[src/srpm_consts.svh]
// Operation
// Controller issues one auto refresh command per refresh; none repeat alone.
// Controller precharges all open banks before any auto refresh.
// Controller should wait the precharge period after precharge before refreshing.
// Auto refresh row comes from the internal counter; address and bank ignored.
// Controller sends only NOP or inhibit until refresh cycle time elapses.
// Controller refreshes every row each refresh period, spread or in bursts.
// Refresh encoding with clock enable low enters self refresh; inputs ignored.
// Self refresh uses internal timing and refreshes rows without external clock.
// Controller keeps self refresh for at least the row active time.
// Exit needs stable clock, clock enable high, then NOPs for exit time.
// After self refresh, controller resumes distributed auto refresh; counter shared.
// Clock enable low with NOP and no access enters precharge or active power-down.
// Power-down switches off all input and output buffers except clock enable.
// Controller keeps power-down shorter than the refresh period.
// NOP or inhibit registered with clock enable high ends power-down.
// Idle banks, deep power-down encoding and clock enable low enter deep power-down.
// Deep power-down removes array power; stored contents are lost.
// Controller exits deep power-down with clock enable high, then full initialization.
// Clock enable low during a burst suspends the next internal clock edge.
// Suspended edge ignores commands and write data, holds output data and burst.
// Clock enable registered high resumes internal clocking on the next edge.
// Controller times refresh interval, refresh cycle and exit with its own counters.
`ifndef SRPM_CONSTS_SVH
`define SRPM_CONSTS_SVH

// ----------------------------------------
// Command encodings {cs_n, ras_n, cas_n, we_n}
// ----------------------------------------
`define SRPM_CMD_REFRESH 4'h1
`define SRPM_CMD_DEEP_PD 4'h6
`define SRPM_CMD_NOP 4'h7
`define SRPM_CMD_INHIBIT 4'hF

// ----------------------------------------
// Timing
// ----------------------------------------
`define SRPM_CLK_PERIOD_PS 5000
`define SRPM_REFRESH_PERIOD_NS 64000000
`define SRPM_REFRESH_ROWS 8192
`define SRPM_SELF_REF_CYC \
  ((`SRPM_REFRESH_PERIOD_NS / `SRPM_REFRESH_ROWS) * 1000 / `SRPM_CLK_PERIOD_PS)

// ----------------------------------------
// Widths and reset values
// ----------------------------------------
`define SRPM_ROW_W 13
`define SRPM_OSC_W 11
`define SRPM_ROW_RST 13'h0000
`define SRPM_OSC_RST 11'h000
`define SRPM_BANKS 4
`define SRPM_CKE_RST 1'b1
`define SRPM_SR_CNT_W 12
`define SRPM_SR_CNT_RST 12'h000
`define SRPM_SR_CNT_MAX 12'hFA0

`endif

[src/srpm_pkg.sv]
package srpm_pkg;

  typedef enum logic [2:0] {
    SRPM_NORMAL,
    SRPM_SELF_REF,
    SRPM_PWR_DOWN,
    SRPM_DEEP_PD,
    SRPM_SUSPEND
  } srpm_state_t;

  // Command pins as sampled at the clock edge
  typedef struct packed {
    logic cs_n;
    logic ras_n;
    logic cas_n;
    logic we_n;
  } srpm_cmd_t;

  // Power state flags reported to the core
  typedef struct packed {
    logic self_ref;
    logic pwr_down;
    logic active_pd;
    logic deep_pd;
    logic suspend;
  } srpm_status_t;

endpackage

[src/srpm_osc.sv]
`timescale 1ns/1ps
`include "srpm_consts.svh"

module srpm_osc
  import srpm_pkg::*;
(
  input wire logic clk_sys,
  input wire logic rst,
  input wire logic run,
  output logic tick
);

  // ----------------------------------------
  // Internal refresh timer
  // ----------------------------------------
  localparam logic [`SRPM_OSC_W-1:0] LAST =
    `SRPM_OSC_W'(`SRPM_SELF_REF_CYC - 1);

  logic [`SRPM_OSC_W-1:0] cnt_q;
  logic [`SRPM_OSC_W-1:0] cnt_d;
  logic tick_q;
  logic tick_d;

  always_comb begin
    cnt_d = cnt_q;
    tick_d = 1'b0;
    if (!run) begin
      cnt_d = `SRPM_OSC_RST;
    end else if (cnt_q == LAST) begin
      cnt_d = `SRPM_OSC_RST;
      tick_d = 1'b1;
    end else begin
      cnt_d = cnt_q + `SRPM_OSC_W'(1);
    end
  end

  always_ff @(posedge clk_sys) begin
    if (rst) begin
      cnt_q <= `SRPM_OSC_RST;
      tick_q <= 1'b0;
    end else begin
      cnt_q <= cnt_d;
      tick_q <= tick_d;
    end
  end

  assign tick = tick_q;

endmodule

[src/srpm_top.sv]
`timescale 1ns/1ps
`include "srpm_consts.svh"

module srpm_top
  import srpm_pkg::*;
(
  input wire logic clk_sys,
  input wire logic rst,
  input wire logic cke_pin,
  input wire srpm_cmd_t cmd_pin,
  input wire logic [`SRPM_BANKS-1:0] bank_open,
  input wire logic burst_active,
  output srpm_cmd_t cmd_out,
  output logic cmd_valid,
  output logic refresh_req,
  output logic [`SRPM_ROW_W-1:0] refresh_row,
  output logic int_clk_en,
  output logic dq_hold,
  output logic buf_en,
  output logic array_pwr_en,
  output logic init_req,
  output srpm_status_t status
);

  // ----------------------------------------
  // Pin synchronisers
  // ----------------------------------------
  logic cke_m_q;
  logic cke_s_q;
  srpm_cmd_t cmd_m_q;
  srpm_cmd_t cmd_s_q;

  // Pins are asynchronous to this clock; first stage feeds only the second
  always_ff @(posedge clk_sys) begin
    if (rst) begin
      // Idle levels, so a release never looks like a power-down entry
      cke_m_q <= `SRPM_CKE_RST;
      cke_s_q <= `SRPM_CKE_RST;
      cmd_m_q <= srpm_cmd_t'(`SRPM_CMD_INHIBIT);
      cmd_s_q <= srpm_cmd_t'(`SRPM_CMD_INHIBIT);
    end else begin
      cke_m_q <= cke_pin;
      cke_s_q <= cke_m_q;
      cmd_m_q <= cmd_pin;
      cmd_s_q <= cmd_m_q;
    end
  end

  // ----------------------------------------
  // Command decode
  // ----------------------------------------
  logic is_inhibit;
  logic is_nop;
  logic is_refresh;
  logic is_deep_pd;
  logic is_idle_cmd;
  logic all_idle;

  assign is_inhibit = cmd_s_q.cs_n;
  assign is_nop = (cmd_s_q == `SRPM_CMD_NOP);
  assign is_refresh = (cmd_s_q == `SRPM_CMD_REFRESH);
  assign is_deep_pd = (cmd_s_q == `SRPM_CMD_DEEP_PD);
  assign is_idle_cmd = is_inhibit || is_nop;
  assign all_idle = (bank_open == '0);

  // ----------------------------------------
  // Self refresh timer
  // ----------------------------------------
  srpm_state_t state_q;
  srpm_state_t state_d;
  logic osc_tick;

  srpm_osc u_osc (
    .clk_sys(clk_sys),
    .rst(rst),
    .run(state_q == SRPM_SELF_REF),
    .tick(osc_tick)
  );

  // ----------------------------------------
  // Power state machine
  // ----------------------------------------
  logic act_pd_q;
  logic act_pd_d;
  logic susp_q;
  logic susp_d;
  logic init_q;
  logic init_d;
  logic ref_q;
  logic ref_d;
  logic [`SRPM_ROW_W-1:0] row_q;
  logic [`SRPM_ROW_W-1:0] row_d;
  logic [`SRPM_ROW_W-1:0] ref_row_q;
  logic [`SRPM_ROW_W-1:0] ref_row_d;
  srpm_cmd_t cmd_out_q;
  srpm_cmd_t cmd_out_d;
  logic cmd_v_q;
  logic cmd_v_d;
  logic buf_q;
  logic buf_d;
  logic arr_q;
  logic arr_d;
  logic [`SRPM_SR_CNT_W-1:0] sr_cnt_q;
  logic [`SRPM_SR_CNT_W-1:0] sr_cnt_d;

  always_comb begin
    state_d = state_q;
    act_pd_d = act_pd_q;
    susp_d = 1'b0;
    init_d = init_q;
    ref_d = 1'b0;
    row_d = row_q;
    ref_row_d = ref_row_q;
    cmd_out_d = cmd_out_q;
    cmd_v_d = 1'b0;
    buf_d = buf_q;
    arr_d = arr_q;
    case (state_q)
      SRPM_NORMAL, SRPM_SUSPEND: begin
        if (!cke_s_q && burst_active) begin
          // Next internal edge is skipped while the burst stays frozen
          state_d = SRPM_SUSPEND;
          susp_d = 1'b1;
        end else if (state_q == SRPM_SUSPEND) begin
          // Last suspended edge: command and write data dropped
          state_d = SRPM_NORMAL;
          cmd_v_d = 1'b0;
        end else if (!cke_s_q && is_refresh && all_idle) begin
          state_d = SRPM_SELF_REF;
          buf_d = 1'b0;
        end else if (!cke_s_q && is_deep_pd && all_idle) begin
          state_d = SRPM_DEEP_PD;
          buf_d = 1'b0;
          arr_d = 1'b0;
        end else if (!cke_s_q && is_idle_cmd) begin
          state_d = SRPM_PWR_DOWN;
          act_pd_d = !all_idle;
          buf_d = 1'b0;
        end else if (cke_s_q && is_refresh) begin
          // Bank and address are don't care here
          ref_d = 1'b1;
          ref_row_d = row_q;
          row_d = row_q + `SRPM_ROW_W'(1);
        end else if (cke_s_q && !is_idle_cmd) begin
          cmd_out_d = cmd_s_q;
          cmd_v_d = 1'b1;
        end
      end
      SRPM_SELF_REF: begin
        // Only clock enable is watched; all other pins ignored
        if (cke_s_q) begin
          state_d = SRPM_NORMAL;
          buf_d = 1'b1;
        end else if (osc_tick) begin
          // Shared row counter keeps advancing on internal timing
          ref_d = 1'b1;
          ref_row_d = row_q;
          row_d = row_q + `SRPM_ROW_W'(1);
        end
      end
      SRPM_PWR_DOWN: begin
        if (cke_s_q && is_idle_cmd) begin
          state_d = SRPM_NORMAL;
          act_pd_d = 1'b0;
          buf_d = 1'b1;
        end
      end
      SRPM_DEEP_PD: begin
        if (cke_s_q) begin
          // Array contents gone; core must be reinitialised
          state_d = SRPM_NORMAL;
          init_d = 1'b1;
          buf_d = 1'b1;
          arr_d = 1'b1;
        end
      end
      default: begin
        state_d = SRPM_NORMAL;
      end
    endcase
    // Initialization sequence clears the flag on first executable command
    if (cmd_v_d) begin
      init_d = 1'b0;
    end
    // Saturating dwell count in self refresh
    if (state_q != SRPM_SELF_REF) begin
      sr_cnt_d = `SRPM_SR_CNT_RST;
    end else if (sr_cnt_q != `SRPM_SR_CNT_MAX) begin
      sr_cnt_d = sr_cnt_q + `SRPM_SR_CNT_W'(1);
    end else begin
      sr_cnt_d = sr_cnt_q;
    end
  end

  always_ff @(posedge clk_sys) begin
    if (rst) begin
      state_q <= SRPM_NORMAL;
      act_pd_q <= 1'b0;
      susp_q <= 1'b0;
      init_q <= 1'b0;
      ref_q <= 1'b0;
      row_q <= `SRPM_ROW_RST;
      ref_row_q <= `SRPM_ROW_RST;
      cmd_out_q <= srpm_cmd_t'(`SRPM_CMD_INHIBIT);
      cmd_v_q <= 1'b0;
      buf_q <= 1'b1;
      arr_q <= 1'b1;
      sr_cnt_q <= `SRPM_SR_CNT_RST;
    end else begin
      state_q <= state_d;
      act_pd_q <= act_pd_d;
      susp_q <= susp_d;
      init_q <= init_d;
      ref_q <= ref_d;
      row_q <= row_d;
      ref_row_q <= ref_row_d;
      cmd_out_q <= cmd_out_d;
      cmd_v_q <= cmd_v_d;
      buf_q <= buf_d;
      arr_q <= arr_d;
      sr_cnt_q <= sr_cnt_d;
    end
  end

  // ----------------------------------------
  // Outputs
  // ----------------------------------------
  assign cmd_out = cmd_out_q;
  assign cmd_valid = cmd_v_q;
  assign refresh_req = ref_q;
  assign refresh_row = ref_row_q;
  assign int_clk_en = !susp_q;
  assign dq_hold = susp_q;
  assign buf_en = buf_q;
  assign array_pwr_en = arr_q;
  assign init_req = init_q;
  assign status.self_ref = (state_q == SRPM_SELF_REF);
  assign status.pwr_down = (state_q == SRPM_PWR_DOWN);
  assign status.active_pd = act_pd_q;
  assign status.deep_pd = (state_q == SRPM_DEEP_PD);
  assign status.suspend = susp_q;

  logic in_normal;
  assign in_normal = (state_q == SRPM_NORMAL) && !susp_q;
endmodule

[config.mk]
export PLATFORM = sky130hd
export DESIGN_NAME = srpm_top
export DESIGN_NICKNAME = d
export VERILOG_FILES = /design/src/srpm_pkg.sv /design/src/srpm_osc.sv /design/src/srpm_top.sv
export VERILOG_INCLUDE_DIRS = /design/src /design/src/src
export SDC_FILE = /design/constraint.sdc
export NUM_CORES = 1
export LEC_CHECK = 0
export BUFFER_PORTS_ARGS = -buffer_cell sky130_fd_sc_hd__buf_2
export CAP_MARGIN = 20
export CORE_ASPECT_RATIO = 2
export CORE_UTILIZATION = 58
export DETAILED_ROUTE_END_ITERATION = 8
export GPL_ROUTABILITY_DRIVEN = 0
export PLACE_DENSITY = 0.82
export SLEW_MARGIN = 10
export SYNTH_ARGS = -nofsm -noshare
export SYNTH_HDL_FRONTEND = slang
export SYNTH_SLANG_ARGS = --single-unit
[constraint.sdc]
create_clock -name clk_sys -period 3.9 [get_ports clk_sys]
set_input_delay 0.78 -clock clk_sys [delete_from_list [all_inputs] [get_ports clk_sys]]
set_output_delay 0.78 -clock clk_sys [all_outputs]
set_load 0.05 [all_outputs]
# Word-level counts from Yosys, hierarchy flattened
# Index checks and enable logic that the tools add are counted.
[op_classes]
mux = 65
reduce_logical = 33
eq_ne = 23
addsub = 2
bitwise_logic = 8
[op_table]
columns = ["cell", "count"]
rows = [
  ["2-to-1 mux 13 bit", 16],
  ["one-hot mux 13 bit (2 select lines)", 2],
  ["2-to-1 mux 1 bit", 35],
  ["2-to-1 mux 3 bit", 7],
  ["inequality test 2 bit (second input constant)", 10],
  ["adder 13 x 1 -> 13 bit (second input constant)", 1],
  ["AND reduction 6 bit", 2],
  ["adder 11 x 1 -> 11 bit (second input constant)", 1],
  ["equality test 11 bit (second input constant)", 1],
  ["OR reduction 2 bit", 5],
  ["logical AND 1 bit", 9],
  ["one-hot mux 3 bit (3 select lines)", 1],
  ["AND reduction 9 bit", 1],
  ["equality test 4 x 3 -> 1 bit (second input constant)", 2],
  ["inverter 1 bit", 8],
  ["AND reduction 8 bit", 1],
  ["AND reduction 7 bit", 1],
  ["equality test 3 x 2 -> 1 bit (second input constant)", 2],
  ["inequality test 2 x 1 -> 1 bit (second input constant)", 3],
  ["inequality test 6 bit (second input constant)", 1],
  ["one-hot mux 1 bit (2 select lines)", 3],
  ["nonzero test 2 bit", 3],
  ["equality test 4 x 1 -> 1 bit (second input constant)", 1],
  ["logical NOT 1 bit", 4],
  ["other kinds (11)", 11],
]
[totals]
reg_bits = 62
inputBits = 12
output_inout_bits = 29
word_cells = 157

# Longest topological paths before layout
[logic_depth]
ltp_word = 13
ltp_mapped = 7
depth_no_buf = 6

# Modules after synthesis
# From an unflattened synthesis, not the netlist that was laid out.
[hier_totals]
hier_cells = 307
area_unflattened_um2 = 2723.9
[by_module_without_submodules]
columns = ["module", "area_per_inst_um2", "cells_each", "seq_area_each_um2", "instances"]
rows = [
  ["srpm_top", 2187.1, 251, 1001.0, 1],
  ["srpm_osc", 536.8, 56, 240.2, 1],
]

# Least setup slack after synthesis
# Ideal clock, no wire load.
[synth_timing]
path_kind = "register to output"
from = "reg state_q[1]"
to = "out status[3] in the netlist's numbering"
arrival_time_ns = 1.237
t_required_ns = 3.120
n_path_buf = 0
slack_ns = 1.883
path_stages_with_launch = 3
path_cell_list = "dfxtp_1 > nand2b_1 > nor2_1"
[synth_lines]
columns = ["element", "line_no", "text"]
rows = [
  ["start: declaration", "srpm_top.sv:69", "srpm_state_t state_q;"],
  ["start signal: assignment", "srpm_top.sv:210", "state_q <= state_d;"],
  ["end: declaration", "srpm_top.sv:22", "output srpm_status_t status"],
]

==> qor.yml <==
run_status:
  status: "complete, no violations"
cells_and_area:
  num_antenna_cells: 0
  fin_nets: 325
  multi_input_area_sq_um: 1189
  fill_cells: 340
  drive_above_1_share_pct: 23.00
  syn2layout_area_growth_pct: 14.50
  regArea_sq_um: 1241
floorplanning:
  io_pins: 41
  coreArea_sq_um: 4170
  initial_utilization_pct: 61.27
  die_x_microns: 48.93
  dieArea_sq_um: 4690
  rows: 33
  dieHeight_microns: 95.86
timing:
  period_share_pct: 58.96
  timing.slew.headroom_pct: 25.13
  hold_violations: 0
  timing.setup.tns_ns: 0
  tightestPinTransition_ns: 1.123
  slew_violations: 0
  holdWs_ns: 0.4073
  fmax_mhz: 434.9
  setup_viol: 0
  fin_worst_skew_ns: 0.005697
  finalCriticalPeriod_ns: 2.300
  rsz0062_at_grt: "no"
global_route:
  antenna_found_initial: 0
  track_usage_pct: 24.52
  grt_pass1_wl_microns: 8569
  grt_max_degree: 47
  grt-ovfl-total: 0
  grt_pass1_vias: 2005
detailed_routing:
  wirelength_microns: 5033
  firstDrtPassIters: 4
  initialDrtViolationCount: 44
  remaining_drc_errors: 0
  avgViaCountPerCell: 5.721
  antenna_left: 0
  vias: 2088
  wire_per_inst_microns: 13.79
synthesis:
  ys.flop_type: "dfxtp_1"
  synthAdderAreaFrac_pct: 1.469
  muxShareOfSynthArea_pct: 6.268
  synthCells: 274
  synth_edf_count: 0
  yosysSeqAreaShare_pct: 48.58
  synth-simple-area-share_pct: 24.53
  synth_top_family_by_area: "simple AND/OR/NAND/NOR gates"
  synthesis.area_sq_um: 2555
  syn_area_per_cell_sq_um: 9.325
  syn_nets: 289
  synth_xor_area_share_pct: 3.771
  netlist-cell-type-count: 41
  yosys_warnings: 0
  synth_seq_cells: 62
  synth_async_sr_flop_share_pct: 0
  synth_compound_area_share_pct: 10.19
clocking:
  cts.clk_slew.worst_paths_ns: 0.06
  clock_latency_ns: 0.34
  cts_hold_buffers: 0
  cts_tree: "built"
  cts_max_level: 3
  clock_path_buffers: 2
  cts_root_buf: "clkbuf_8"
  cts_resized: 0
  clock_sink_count: 62
  post_cts_buffers: 0
  cts_buffers: 9
setup_path:
  cp-end-kind: "output port"
  cp.arrival_ns: 1.52
  worstSetupStartpointType: "flop"
  critPathMaxFanout: 7
  worstPathRequired_ns: 3.12
  regToRegStartpoint: "cke_s_q"
  critPathKind: "flop to output port"
  worstSetupStartpoint: "state_q[1]"
  worst_r2r_endpoint: "refresh_row[1]"
  worstSetupEndpoint: "status[3]"
  reg2reg_depth: 5
  r2r_slack_ns: 1.62
min_path:
  hold_path_class: "flop to flop"
flow_run:
  cap_violations: 0
place:
  port_buffers: 40
  post-dp-hpwl_microns: 3703
pwr:
  power.leakage_uw: 0.001234
  total_power_uw: 1185
  ir_drop_v: 0.0003170
  p_per_area_nw_per_um2: 405.1
==> layout by cell type, fill, tap and decap left out, types with 2 or more instances in the layout <==
| cell | count |
|---|---|
| ha_1 | 3 |
| inv_1 | 9 |
| nand2_1 | 16 |
| a21oi_1 | 15 |
| buf_2 | 40 |
| xnor2_1 | 4 |
| nand2b_1 | 2 |
| nor4_1 | 2 |
| xor2_1 | 7 |
| nor3_1 | 6 |
| o31ai_1 | 7 |
| or2_2 | 10 |
| nor3b_1 | 2 |
| or4_1 | 8 |
| a31oi_1 | 2 |
| dfxtp_1 | 62 |
| clkbuf_8 | 12 |
| nand4_1 | 6 |
| or3_1 | 5 |
| o21ai_0 | 7 |
| nor2_1 | 34 |
| and4_1 | 5 |
| buf_4 | 3 |
| mux2i_1 | 16 |
| a211oi_1 | 2 |
| nand3_1 | 10 |
| o211ai_1 | 2 |
==> how the worst min path moves through the flow <==
stage	start	slack, ns	depth (start not counted)	end
5_1_grt	cke_m_q	0.42	1	cke_s_q
2_1_floorplan	cke_m_q	0.39	1	cke_s_q
6_report	cke_m_q	0.41	1	cke_s_q
3_3_place_gp	cmd_m_q[0]	0.39	1	cmd_s_q[0]
4_1_cts	cke_m_q	0.41	1	cke_s_q
3_5_place_dp	cke_m_q	0.39	1	cke_s_q
==> metrics by stage <==
stage	utilization [%]	cells	cell area (sq um)	worst slack, ns
2_1_floorplan	-	274	2555	1.883
3_3_place_gp	65.98	351	2751	1.745
3_5_place_dp	65.98	351	2751	1.672
4_1_cts	70.15	365	2925	1.625
5_1_grt	70.15	365	2925	1.404
6_report	70.15	365	2925	1.600
==> logic make-up (layout without fill, tap and decap cells) <==
family,Yosys count,count (layout)
flops,62,62
compound gates,41,41
buf+inv,27,66
xor+xnor,11,11
mux,16,16
fa+ha+maj,3,3
simple gates,114,114
==> registers in the layout, indices dropped and copies added, names as in the netlist, 3 cells and up <==
register / count
cmd_m_q: 4
state_q: 3
row_q: 13
cmd_out: 4
u_osc.cnt_q: 11
cmd_s_q: 3
refresh_row: 13
==> synthesized netlist by cell type, drive strengths merged (4+ instances only) <==
cell / instances / area share (%)
dfxtp: 62 / 49
nand2: 16 / 2.4
inv: 9 / 1.3
clkbuf: 5 / 0.73
mux2i: 16 / 6.3
buf: 13 / 3.1
nand3: 10 / 2.0
or4: 8 / 2.4
o21ai: 7 / 1.4
and4: 5 / 1.7
nor3: 6 / 1.2
nor2: 34 / 5.0
o31ai: 7 / 2.1
nand4: 6 / 1.5
a21oi: 15 / 2.9
or2: 10 / 2.4
or3: 5 / 1.2
xor2: 7 / 2.4
xnor2: 4 / 1.4
==> area by class of cell <==
type / instances / share of cell area [%]
clock buffer: 13 / 5.774
sequential: 62 / 42.43
clock inverter: 1 / 0.1711
multi-input combinational: 185 / 40.63
timing repair buffer: 43 / 7.613
tap: 52 / 2.224
inverter: 9 / 1.155
==> critical path, stage by stage (launching register included) <==
cell	delay, ns
dfxtp_1	0.49
nand2b_1	0.15
nor2_1	0.23
buf_2	0.31
==> power by group <==
group,switching [uW],leakage [uW],internal (uW)
Clock,220,0.0000914,275
Sequential,6.96,0.000502,641
Combinational,27.6,0.000640,15.7
Total,254,0.00123,931
==> routing by layer <==
| metal | GRT usage (%) | routed length, microns |
|---|---|---|
| met2 | 47.22 | 2821 |
| met4 | 17.16 | 172 |
| met1 | 22.12 | 1832 |
| met3 | 5.371 | 207 |
| met5 | 0 | 0 |
Power figures use the tool's default switching activity.
